$ cat config.mk
export PLATFORM = sky130hd
export DESIGN_NAME = rtmsr_cmd
export DESIGN_NICKNAME = d
export VERILOG_FILES = /design/src/rtl/rtmsr_pkg.sv /design/src/rtl/rtmsr_cmd.sv
export VERILOG_INCLUDE_DIRS = /design/src /design/src/rtl
export SDC_FILE = /design/constraint.sdc
export NUM_CORES = 1
export LEC_CHECK = 0
export BUFFER_PORTS_ARGS = -buffer_cell sky130_fd_sc_hd__buf_2
export CORE_ASPECT_RATIO = 0.5
export CORE_UTILIZATION = 50
export CTS_CLUSTER_SIZE = 16
export DETAILED_ROUTE_END_ITERATION = 16
export PLACE_DENSITY = 0.69
export SETUP_SLACK_MARGIN = 0.5
export SLEW_MARGIN = 10
export SYNTH_ARGS = -nofsm -noshare
export SYNTH_HDL_FRONTEND = slang
export SYNTH_SLANG_ARGS = --single-unit
$ cat constraint.sdc
create_clock -name clk -period 12.46 [get_ports clk]
set_input_delay 0.623 -clock clk [delete_from_list [all_inputs] [get_ports clk]]
set_output_delay 0.623 -clock clk [all_outputs]
set_load 0.05 [all_outputs]
$ cat src/rtl/rtmsr_defs.svh
`ifndef RTMSR_DEFS_SVH
`define RTMSR_DEFS_SVH

// ****************************************
// Command codes and request flag bits
// ****************************************
`define RTMSR_CMD_READ 8'h23
`define RTMSR_CMD_SEL 8'h25
`define RTMSR_CMD_RDY 8'h26
`define RTMSR_FLG_EXT 3
`define RTMSR_FLG_SELF 4
`define RTMSR_FLG_ADDR 5
`define RTMSR_FLG_OPT 6

// ****************************************
// Response flags and error codes
// ****************************************
`define RTMSR_RSP_OK 8'h00
`define RTMSR_RSP_ERR 8'h01
`define RTMSR_ERR_OPT 8'h03
`define RTMSR_ERR_GEN 8'h0F
`define RTMSR_ERR_NA 8'h10
`define RTMSR_ERR_RP 8'h15

// ****************************************
// Block space and CRC
// ****************************************
`define RTMSR_BLK_MAX 17'h001FF
`define RTMSR_MAX_BLKS 8'h20
`define RTMSR_SEC_LSB 5
`define RTMSR_CRC_INIT 16'hFFFF
`define RTMSR_CRC_POLY 16'h8408
`define RTMSR_CRC_RES 16'hF0B8

// ****************************************
// Register map and reset values
// ****************************************
`define RTMSR_REG_CTRL 8'h00
`define RTMSR_REG_STAT 8'h04
`define RTMSR_REG_UIDL 8'h08
`define RTMSR_REG_UIDH 8'h0C
`define RTMSR_BUSY_RST 1'b1
`define RTMSR_UID_RST 64'h0000_0000_0000_0000

`endif

$ cat src/rtl/rtmsr_pkg.sv
package rtmsr_pkg;

	// One-hot command handler states.
	typedef enum logic [5:0] {
		ST_IDLE = 6'h01,
		ST_RECV = 6'h02,
		ST_EXEC = 6'h04,
		ST_FETCH = 6'h08,
		ST_LOAD = 6'h10,
		ST_SEND = 6'h20
	} rtmsr_st_t;

	// Request byte stream from the RF front end.
	typedef struct packed {
		logic sof;
		logic valid;
		logic eof;
		logic [7:0] data;
	} rtmsr_rx_t;

	// Response byte stream to the RF front end.
	typedef struct packed {
		logic valid;
		logic last;
		logic [7:0] data;
	} rtmsr_tx_t;

	// Block read answer from the memory array.
	typedef struct packed {
		logic prot;
		logic [7:0] sec;
		logic [31:0] data;
	} rtmsr_mem_t;

	// Whole state of the command handler.
	typedef struct packed {
		rtmsr_st_t st;
		logic [4:0] pos;
		logic [7:0] flags;
		logic [7:0] cmd;
		logic [63:0] uid;
		logic [15:0] blk;
		logic [7:0] cnt;
		logic [15:0] rcrc;
		logic [15:0] tcrc;
		logic sel;
		logic act;
		logic err;
		logic [7:0] ecode;
		logic [2:0] ph;
		logic [1:0] bi;
		logic [31:0] word;
		logic [7:0] secb;
		rtmsr_tx_t tx;
		logic [31:0] rdata;
		logic busy;
		logic [63:0] own;
	} rtmsr_state_t;

endpackage : rtmsr_pkg

$ cat src/rtl/rtmsr_cmd.sv
`timescale 1ns/1ps
`default_nettype none
`include "rtmsr_defs.svh"

// Summary of operation
// Read request: flags, 23h, UID, block, count, CRC.
// Count field is blocks minus one.
// First block numbers 00h to 1FFh accepted.
// At most 32 blocks, one sector only.
// Sector crossing gives an error response.
// Extension flag zero gives an error response.
// Read answer: flags, security, data, CRC. The code sends the security byte only when the option flag is set.
// Security byte top three bits zero.
// Read errors 0Fh, 10h or 15h.
// Busy mode: pin low during read.
// Write-progress mode: pin left floating.
// Select request: flags, 25h, UID, CRC.
// Matching select enters Selected, answers.
// Mismatching select drops to Ready, silent.
// Select errors only on match; keep state.
// Select and ready errors use 03h.
// Return-ready command moves to Ready.
// Addressed return-ready errors only on match.
// Select and ready answer flags, CRC only.
// Busy mode: pin low during select.
// Busy mode: pin low during return-ready.
// CRC added to answers; bad requests dropped.
module rtmsr_cmd (
	input wire logic clk,
	input wire logic sys_rst,
	input wire logic [7:0] reg_addr,
	input wire logic [31:0] reg_wdata,
	input wire logic reg_we,
	input wire logic reg_re,
	output logic [31:0] reg_rdata,
	input wire rtmsr_pkg::rtmsr_rx_t rx,
	input wire logic tx_ready,
	output rtmsr_pkg::rtmsr_tx_t tx,
	output logic mem_rd,
	output logic [8:0] mem_addr,
	input wire rtmsr_pkg::rtmsr_mem_t mem_rsp,
	output logic rf_activity_pin_out,
	output logic rf_activity_pin_oe
);

	// ****************************************
	// State and decode
	// ****************************************
	rtmsr_pkg::rtmsr_state_t s_reg;
	rtmsr_pkg::rtmsr_state_t s_next;
	logic has_uid;
	logic [4:0] base;
	logic [4:0] exp_len;
	logic ext;
	logic opt;
	logic good;
	logic match;
	logic reach;
	logic is_read;
	logic [16:0] last_blk;

	// One CRC step over a byte, least significant bit first.
	function automatic logic [15:0] crc8(input logic [15:0] c, input logic [7:0] b);
		logic [15:0] r;
		r = c;
		for (int i = 0; i < 8; i++) begin
			if (r[0] ^ b[i]) begin
				r = (r >> 1) ^ `RTMSR_CRC_POLY;
			end else begin
				r = r >> 1;
			end
		end
		return r;
	endfunction : crc8

	// A UID follows the command when addressed, and always for select.
	assign has_uid = s_reg.flags[`RTMSR_FLG_ADDR] || (s_reg.cmd == `RTMSR_CMD_SEL);
	assign base = has_uid ? 5'h0A : 5'h02;
	assign ext = s_reg.flags[`RTMSR_FLG_EXT];
	assign opt = s_reg.flags[`RTMSR_FLG_OPT];
	assign is_read = (s_reg.cmd == `RTMSR_CMD_READ);

	// Expected frame length: the block field is two bytes only with the extension flag.
	always_comb begin
		if (is_read) begin
			exp_len = base + (ext ? 5'h05 : 5'h04);
		end else begin
			exp_len = base + 5'h02;
		end
	end

	// The running CRC over a clean frame, CRC bytes included, lands on the fixed residue.
	assign good = (s_reg.pos == exp_len) && (s_reg.rcrc == `RTMSR_CRC_RES);
	assign match = (s_reg.uid == s_reg.own);
	assign reach = !(s_reg.flags[`RTMSR_FLG_ADDR] && !match)
		&& !(s_reg.flags[`RTMSR_FLG_SELF] && !s_reg.sel);
	assign last_blk = {1'b0, s_reg.blk} + {9'h000, s_reg.cnt};

	// ****************************************
	// Next-state logic
	// ****************************************
	always_comb begin
		s_next = s_reg;

		// Register port: read data stand in the cycle after the strobe only.
		s_next.rdata = 32'h0000_0000;
		if (reg_re) begin
			case (reg_addr)
				`RTMSR_REG_CTRL: s_next.rdata = {31'h0000_0000, s_reg.busy};
				`RTMSR_REG_STAT: s_next.rdata = {30'h0000_0000, s_reg.act, s_reg.sel};
				`RTMSR_REG_UIDL: s_next.rdata = s_reg.own[31:0];
				`RTMSR_REG_UIDH: s_next.rdata = s_reg.own[63:32];
				default: s_next.rdata = 32'h0000_0000;
			endcase
		end
		if (reg_we) begin
			case (reg_addr)
				`RTMSR_REG_CTRL: s_next.busy = reg_wdata[0];
				`RTMSR_REG_UIDL: s_next.own[31:0] = reg_wdata;
				`RTMSR_REG_UIDH: s_next.own[63:32] = reg_wdata;
				default: s_next.busy = s_reg.busy;
			endcase
		end

		// A byte taken by the front end frees the output; the last one ends the exchange.
		if (s_reg.tx.valid && tx_ready) begin
			s_next.tx.valid = 1'b0;
			if (s_reg.tx.last) begin
				s_next.tx.last = 1'b0;
				s_next.act = 1'b0;
				s_next.st = rtmsr_pkg::ST_IDLE;
			end
		end

		case (s_reg.st)
			rtmsr_pkg::ST_IDLE: begin
				// Activity starts at the start of frame, before the command is known.
				if (rx.sof) begin
					s_next.st = rtmsr_pkg::ST_RECV;
					s_next.act = 1'b1;
					s_next.pos = 5'h00;
					s_next.rcrc = `RTMSR_CRC_INIT;
					s_next.blk = 16'h0000;
					s_next.cnt = 8'h00;
				end
			end
			rtmsr_pkg::ST_RECV: begin
				if (rx.valid) begin
					s_next.rcrc = crc8(s_reg.rcrc, rx.data);
					// Saturate so an overlong frame can never alias a legal length.
					if (s_reg.pos != 5'h1F) begin
						s_next.pos = s_reg.pos + 5'h01;
					end
					if (s_reg.pos == 5'h00) begin
						s_next.flags = rx.data;
					end
					if (s_reg.pos == 5'h01) begin
						s_next.cmd = rx.data;
					end
					// UID arrives least significant byte first.
					if (has_uid && s_reg.pos >= 5'h02 && s_reg.pos < 5'h0A) begin
						s_next.uid = {rx.data, s_reg.uid[63:8]};
					end
					if (s_reg.pos == base) begin
						s_next.blk[7:0] = rx.data;
					end
					if (s_reg.pos == base + 5'h01) begin
						if (ext) begin
							s_next.blk[15:8] = rx.data;
						end else begin
							s_next.cnt = rx.data;
						end
					end
					if (ext && s_reg.pos == base + 5'h02) begin
						s_next.cnt = rx.data;
					end
				end
				if (rx.eof) begin
					s_next.st = rtmsr_pkg::ST_EXEC;
				end
				if (rx.sof) begin
					s_next.pos = 5'h00;
					s_next.rcrc = `RTMSR_CRC_INIT;
				end
			end
			rtmsr_pkg::ST_EXEC: begin
				// Default is a silent drop that releases the pin.
				s_next.st = rtmsr_pkg::ST_IDLE;
				s_next.act = 1'b0;
				s_next.err = 1'b0;
				s_next.ecode = 8'h00;
				s_next.ph = 3'h0;
				s_next.bi = 2'h0;
				s_next.tcrc = `RTMSR_CRC_INIT;
				if (good) begin
					case (s_reg.cmd)
						`RTMSR_CMD_SEL: begin
							if (!match) begin
								s_next.sel = 1'b0;
							end else begin
								s_next.st = rtmsr_pkg::ST_SEND;
								s_next.act = 1'b1;
								if (opt) begin
									// Errors leave the selection as it was.
									s_next.err = 1'b1;
									s_next.ecode = `RTMSR_ERR_OPT;
								end else begin
									s_next.sel = 1'b1;
								end
							end
						end
						`RTMSR_CMD_RDY: begin
							if (reach) begin
								s_next.st = rtmsr_pkg::ST_SEND;
								s_next.act = 1'b1;
								if (opt) begin
									s_next.err = 1'b1;
									s_next.ecode = `RTMSR_ERR_OPT;
								end else begin
									s_next.sel = 1'b0;
								end
							end
						end
						`RTMSR_CMD_READ: begin
							if (reach) begin
								s_next.act = 1'b1;
								s_next.st = rtmsr_pkg::ST_SEND;
								s_next.err = 1'b1;
								if (!ext) begin
									s_next.ecode = `RTMSR_ERR_GEN;
								end else if ({1'b0, s_reg.blk} > `RTMSR_BLK_MAX || last_blk > `RTMSR_BLK_MAX) begin
									s_next.ecode = `RTMSR_ERR_NA;
								end else if (s_reg.cnt >= `RTMSR_MAX_BLKS
									|| s_reg.blk[15:`RTMSR_SEC_LSB] != last_blk[15:`RTMSR_SEC_LSB]) begin
									s_next.ecode = `RTMSR_ERR_GEN;
								end else begin
									s_next.err = 1'b0;
									s_next.st = rtmsr_pkg::ST_FETCH;
								end
							end
						end
						default: s_next.st = rtmsr_pkg::ST_IDLE;
					endcase
				end
			end
			rtmsr_pkg::ST_FETCH: begin
				s_next.st = rtmsr_pkg::ST_LOAD;
			end
			rtmsr_pkg::ST_LOAD: begin
				// All blocks share one sector, so the first block's protection decides.
				s_next.word = mem_rsp.data;
				s_next.secb = {3'b000, mem_rsp.sec[4:0]};
				s_next.st = rtmsr_pkg::ST_SEND;
				if (s_reg.ph == 3'h0 && mem_rsp.prot) begin
					s_next.err = 1'b1;
					s_next.ecode = `RTMSR_ERR_RP;
				end
			end
			rtmsr_pkg::ST_SEND: begin
				if (!s_next.tx.valid) begin
					s_next.tx.valid = 1'b1;
					case (s_reg.ph)
						3'h0: begin
							s_next.tx.data = s_reg.err ? `RTMSR_RSP_ERR : `RTMSR_RSP_OK;
							if (s_reg.err) begin
								s_next.ph = 3'h1;
							end else if (is_read) begin
								s_next.ph = opt ? 3'h2 : 3'h3;
							end else begin
								s_next.ph = 3'h4;
							end
						end
						3'h1: begin
							s_next.tx.data = s_reg.ecode;
							s_next.ph = 3'h4;
						end
						3'h2: begin
							s_next.tx.data = s_reg.secb;
							s_next.ph = 3'h3;
						end
						3'h3: begin
							s_next.tx.data = s_reg.word[7:0];
							s_next.word = {8'h00, s_reg.word[31:8]};
							s_next.bi = s_reg.bi + 2'h1;
							if (s_reg.bi == 2'h3) begin
								if (s_reg.cnt == 8'h00) begin
									s_next.ph = 3'h4;
								end else begin
									s_next.cnt = s_reg.cnt - 8'h01;
									s_next.blk = s_reg.blk + 16'h0001;
									s_next.ph = opt ? 3'h2 : 3'h3;
									s_next.st = rtmsr_pkg::ST_FETCH;
								end
							end
						end
						3'h4: begin
							s_next.tx.data = ~s_reg.tcrc[7:0];
							s_next.ph = 3'h5;
						end
						3'h5: begin
							s_next.tx.data = ~s_reg.tcrc[15:8];
							s_next.tx.last = 1'b1;
							s_next.ph = 3'h6;
						end
						default: s_next.tx.valid = 1'b0;
					endcase
					// Every byte ahead of the CRC itself feeds the response CRC.
					if (s_reg.ph < 3'h4) begin
						s_next.tcrc = crc8(s_reg.tcrc, s_next.tx.data);
					end
				end
			end
			default: s_next.st = rtmsr_pkg::ST_IDLE;
		endcase
	end

	// ****************************************
	// State register
	// ****************************************
	always_ff @(posedge clk or posedge sys_rst) begin
		if (sys_rst) begin
			s_reg <= '0;
			s_reg.st <= rtmsr_pkg::ST_IDLE;
			s_reg.rcrc <= `RTMSR_CRC_INIT;
			s_reg.tcrc <= `RTMSR_CRC_INIT;
			s_reg.busy <= `RTMSR_BUSY_RST;
			s_reg.own <= `RTMSR_UID_RST;
		end else begin
			s_reg <= s_next;
		end
	end

	// ****************************************
	// Outputs
	// ****************************************
	// The pin is only ever pulled low; write-progress mode never drives it here.
	assign rf_activity_pin_out = 1'b0;
	assign rf_activity_pin_oe = s_reg.busy && s_reg.act;
	assign reg_rdata = s_reg.rdata;
	assign tx = s_reg.tx;
	assign mem_rd = (s_reg.st == rtmsr_pkg::ST_FETCH);
	assign mem_addr = s_reg.blk[8:0];

	logic tx_take;
	assign tx_take = s_reg.tx.valid && tx_ready;
endmodule : rtmsr_cmd
`default_nettype wire

==> metrics.md <==
| Metric | Value |
|---|---|
| Pwr Total | 0.00259 W |
| Final-report hold violation count | 0 |
| Cell Pwr Density | between 150 and 200 nW/um2 |
| Number of fill cells in the layout | 2,539 |
| Synthesized instance count | roughly 1,400 |
| Final Slew Violations | 0 |
| Asr flop ratio synth | 100% |
| NetSw | 0.000791 W |
| IO buf count | 146 |
| Ys flop type | dfrtp_1 |
| Setup-failing EPs final | 0 |
| Post-synth top cells | dfrtp_1, nor2_1, nand2_1, xnor2_1, mux2_2 |
| Via Count | 10,800 |
| Worst-Skew Late Latency | 0.56 ns |
| RSZ-0062 raised after global routing | false |
| Slew @ Worst Pin | 1.12 ns |
| Initial antenna violation count | 0 |
| FP Rows | 44 |
| Max reg flops | 247 |
| Initial Utilization | 52.0% |
| Reg power frac | 44.5% |
| Largest net degree at the start of global routing | 97 |
| Die area | approximately 32,000 um2 |
| Die height | 126 um |
| Post-route cell area | 17,000 um2 |
| Clock Path Buffers | 3 |
| Outcome | completed |
| Syn Area/Cell | between 10 and 15 um2 |
| Pleak | 8.10 nW |
| Fmax | slightly below 300 MHz |
| Clk slew on worst S/H paths | 0.07 ns |
| Setup TNS | 0 ns |
| Critical Path Source Type | flip-flop |
| Clk Tree Root Cell | clkbuf_16 |
| Combinational Power Share | 20.8% |
| Placeable Area | slightly below 30,000 um2 |
| DR pass1 iterations | 5 |
| Clock sinks | 300 |
| Number of synthesized register bits | 300 |
| Post-DP HPWL | 25,200 um |
| H-tree depth | 1 |
| Ranking of synthesized cells by area | dfrtp_1, mux2_2, dfstp_2 |
| Seq/Total Area, Yosys | between 40% and 50% |
| Top cell type's share of synthesized area | a little over two fifths |
| CTS tree | yes |
| Syn Nets | 1,506 |
| CP Capture Type | flip-flop |
| Netlist Area Pre-Place | 15,400 um2 |
| Vias in the first global route | 11,100 |
| Post-DP Area | 16,000 um2 |
| Worst Path Max Fanout | 18 |
| Yosys top cell by area | dfrtp_1 |
| WL final | 36,000 um |
| Period utilization | 27.0% |
| Hold buffer count at CTS | 0 |
| Count leader, synth | dfrtp_1 |
| Synth warnings | 0 |
| Worst setup path class | reg -> reg |
| WP data required | 12.89 ns |
| TritonCTS buffer count | 28 |
| GPL Wtd Cong | between 0.8 and 0.9 |
| Power Internal | 0.00180 W |
| Area growth syn-to-layout | 10.4% |
| Hold_ws | approximately 0.15 ns |
| DR WL/cell | between 15 and 20 um |
| # Max-Cap Violations | 0 |
| Critical Path AT | 3.80 ns |
| Number of library cell types mapped by synthesis | 82 |
| Post-route ant nets | 0 |
| Min-Delay Path Class | in -> async |
| EDFF count, synth | 0 |
| Peak supply drop | 0.0979 mV |
| Clk pwr share | between 30% and 40% |
| Drt via density | 5.75 |
| IO Pins | about 150 |
| Post-CTS setup buffer count | 0 |
| DR iter-0 viols | roughly 840 |
| Post-route DRC | 0 |
| Die width | 250 um |
| Post-place setup slack | 9.14 ns |
| Remaining Overflow, GRT | 0 |
| Final min period | 3.36 ns |
| Final nets | 1,583 |
| Net Sw Frac | 30.5% |
| First-pass GRT wire length | between 50,000 and 60,000 um |
| Final worst setup slack | 9.10 ns |
| Worst relative slew slack | 25.3% |
| Antenna cell count | 0 |
| Setup Skew | 0.0166 ns |
| Layout cells sized above 1 | 23.9% |
| Quantity of gates resized following cts | 0 |
| GRT Util Overall | between 20% and 30% |
==> final timing paths <==
path	start	to	slack [ns]	cells after the start
min in group clk	mem_rsp[28]	s_reg[143]$_DFFE_PP0P_	0.29	2
worst min-delay path	sys_rst	reg_rdata[18]$_DFF_PP0_	0.15	2
max in group asynchronous	sys_rst	s_reg[50]$_DFFE_PP0P_	10.81	3
worst max-delay path	s_reg[305]$_DFF_PP0_	s_reg[168]$_DFFE_PP1P_	9.10	5
worst max register to register	s_reg[305]$_DFF_PP0_	s_reg[168]$_DFFE_PP1P_	9.10	5
worst min register to register	s_reg[136]$_DFFE_PP0P_	s_reg[136]$_DFFE_PP0P_	0.48	2
==> layout by cell type (no fill, tap or decap), types with 9 or more instances in the layout <==
cell type,n
a21oi_1,50
a22o_1,14
a31oi_1,12
and3_1,11
buf_2,146
buf_4,14
clkbuf_16,28
dfrtp_1,266
dfstp_2,34
ha_1,17
inv_1,17
mux2_1,60
mux2_2,94
mux2i_1,61
nand2_1,99
nand2b_1,12
nand3_1,25
nand4_1,21
nor2_1,104
nor2b_1,9
nor3_1,13
nor4_1,11
o21ai_0,85
o21ai_1,12
o22a_1,12
xnor2_1,99
xor2_1,14
==> final cells by class <==
type	count	area, um2	share of cell area (%)
multi-input combinational	960	7080	41.7
clock buffer	40	796	4.68
inverter	18	75.1	0.442
sequential	300	7550	44.4
tap	391	489	2.88
clock inverter	10	164	0.965
timing repair buffer	160	836	4.92
==> routing by layer <==
| layer | global-route usage (%) | part of all wire [%] | wire length, um |
|---|---|---|---|
| met1 | 31.7 | 46 | 16400 |
| met4 | 6.60 | 2.4 | 880 |
| met3 | 3.89 | 4.7 | 1680 |
| met2 | 38.1 | 47 | 17000 |
| met5 | 0 | 0 | 0 |
==> through the flow <==
step	cells	util, %
6_report	1879	57.4
5_1_grt	1879	57.4
4_1_cts	1879	57.4
3_5_place_dp	1829	54.1
3_3_place_gp	1829	54.1
2_1_floorplan	1391	-
==> cells by family (layout without fill, tap and decap cells) <==
family	Yosys count	count (layout)	synth area share [%]
AND/OR/NAND/NOR	351	351	11.5
flip-flops	300	300	49.1
AO/OA/AOI/OAI	259	259	10.8
multiplexers	217	217	15.5
buffers and inverters	131	228	4.99
XOR/XNOR	114	114	6.59
adder cells (fa/ha/maj)	18	18	1.51
other	1	1	0.0244
==> power groups by stage <==
stage          sequential [W]  combinational, W  clock (W)
3_3_place_gp          0.00117          0.000521          0
3_5_place_dp          0.00117          0.000536          0
5_1_grt               0.00117          0.000595   0.000959
2_1_floorplan         0.00113          0.000432          0
4_1_cts               0.00115          0.000538   0.000919
6_report              0.00116          0.000541   0.000899
==> critical path, cell delays in order (launching register included) <==
cell and delay (ns):
dfrtp_1 0.48, or4_4 0.61, nor3b_4 0.75, nand2_1 0.36, a21oi_1 0.87, a21oi_1 0.15
(Power assumes the default switching activity.)
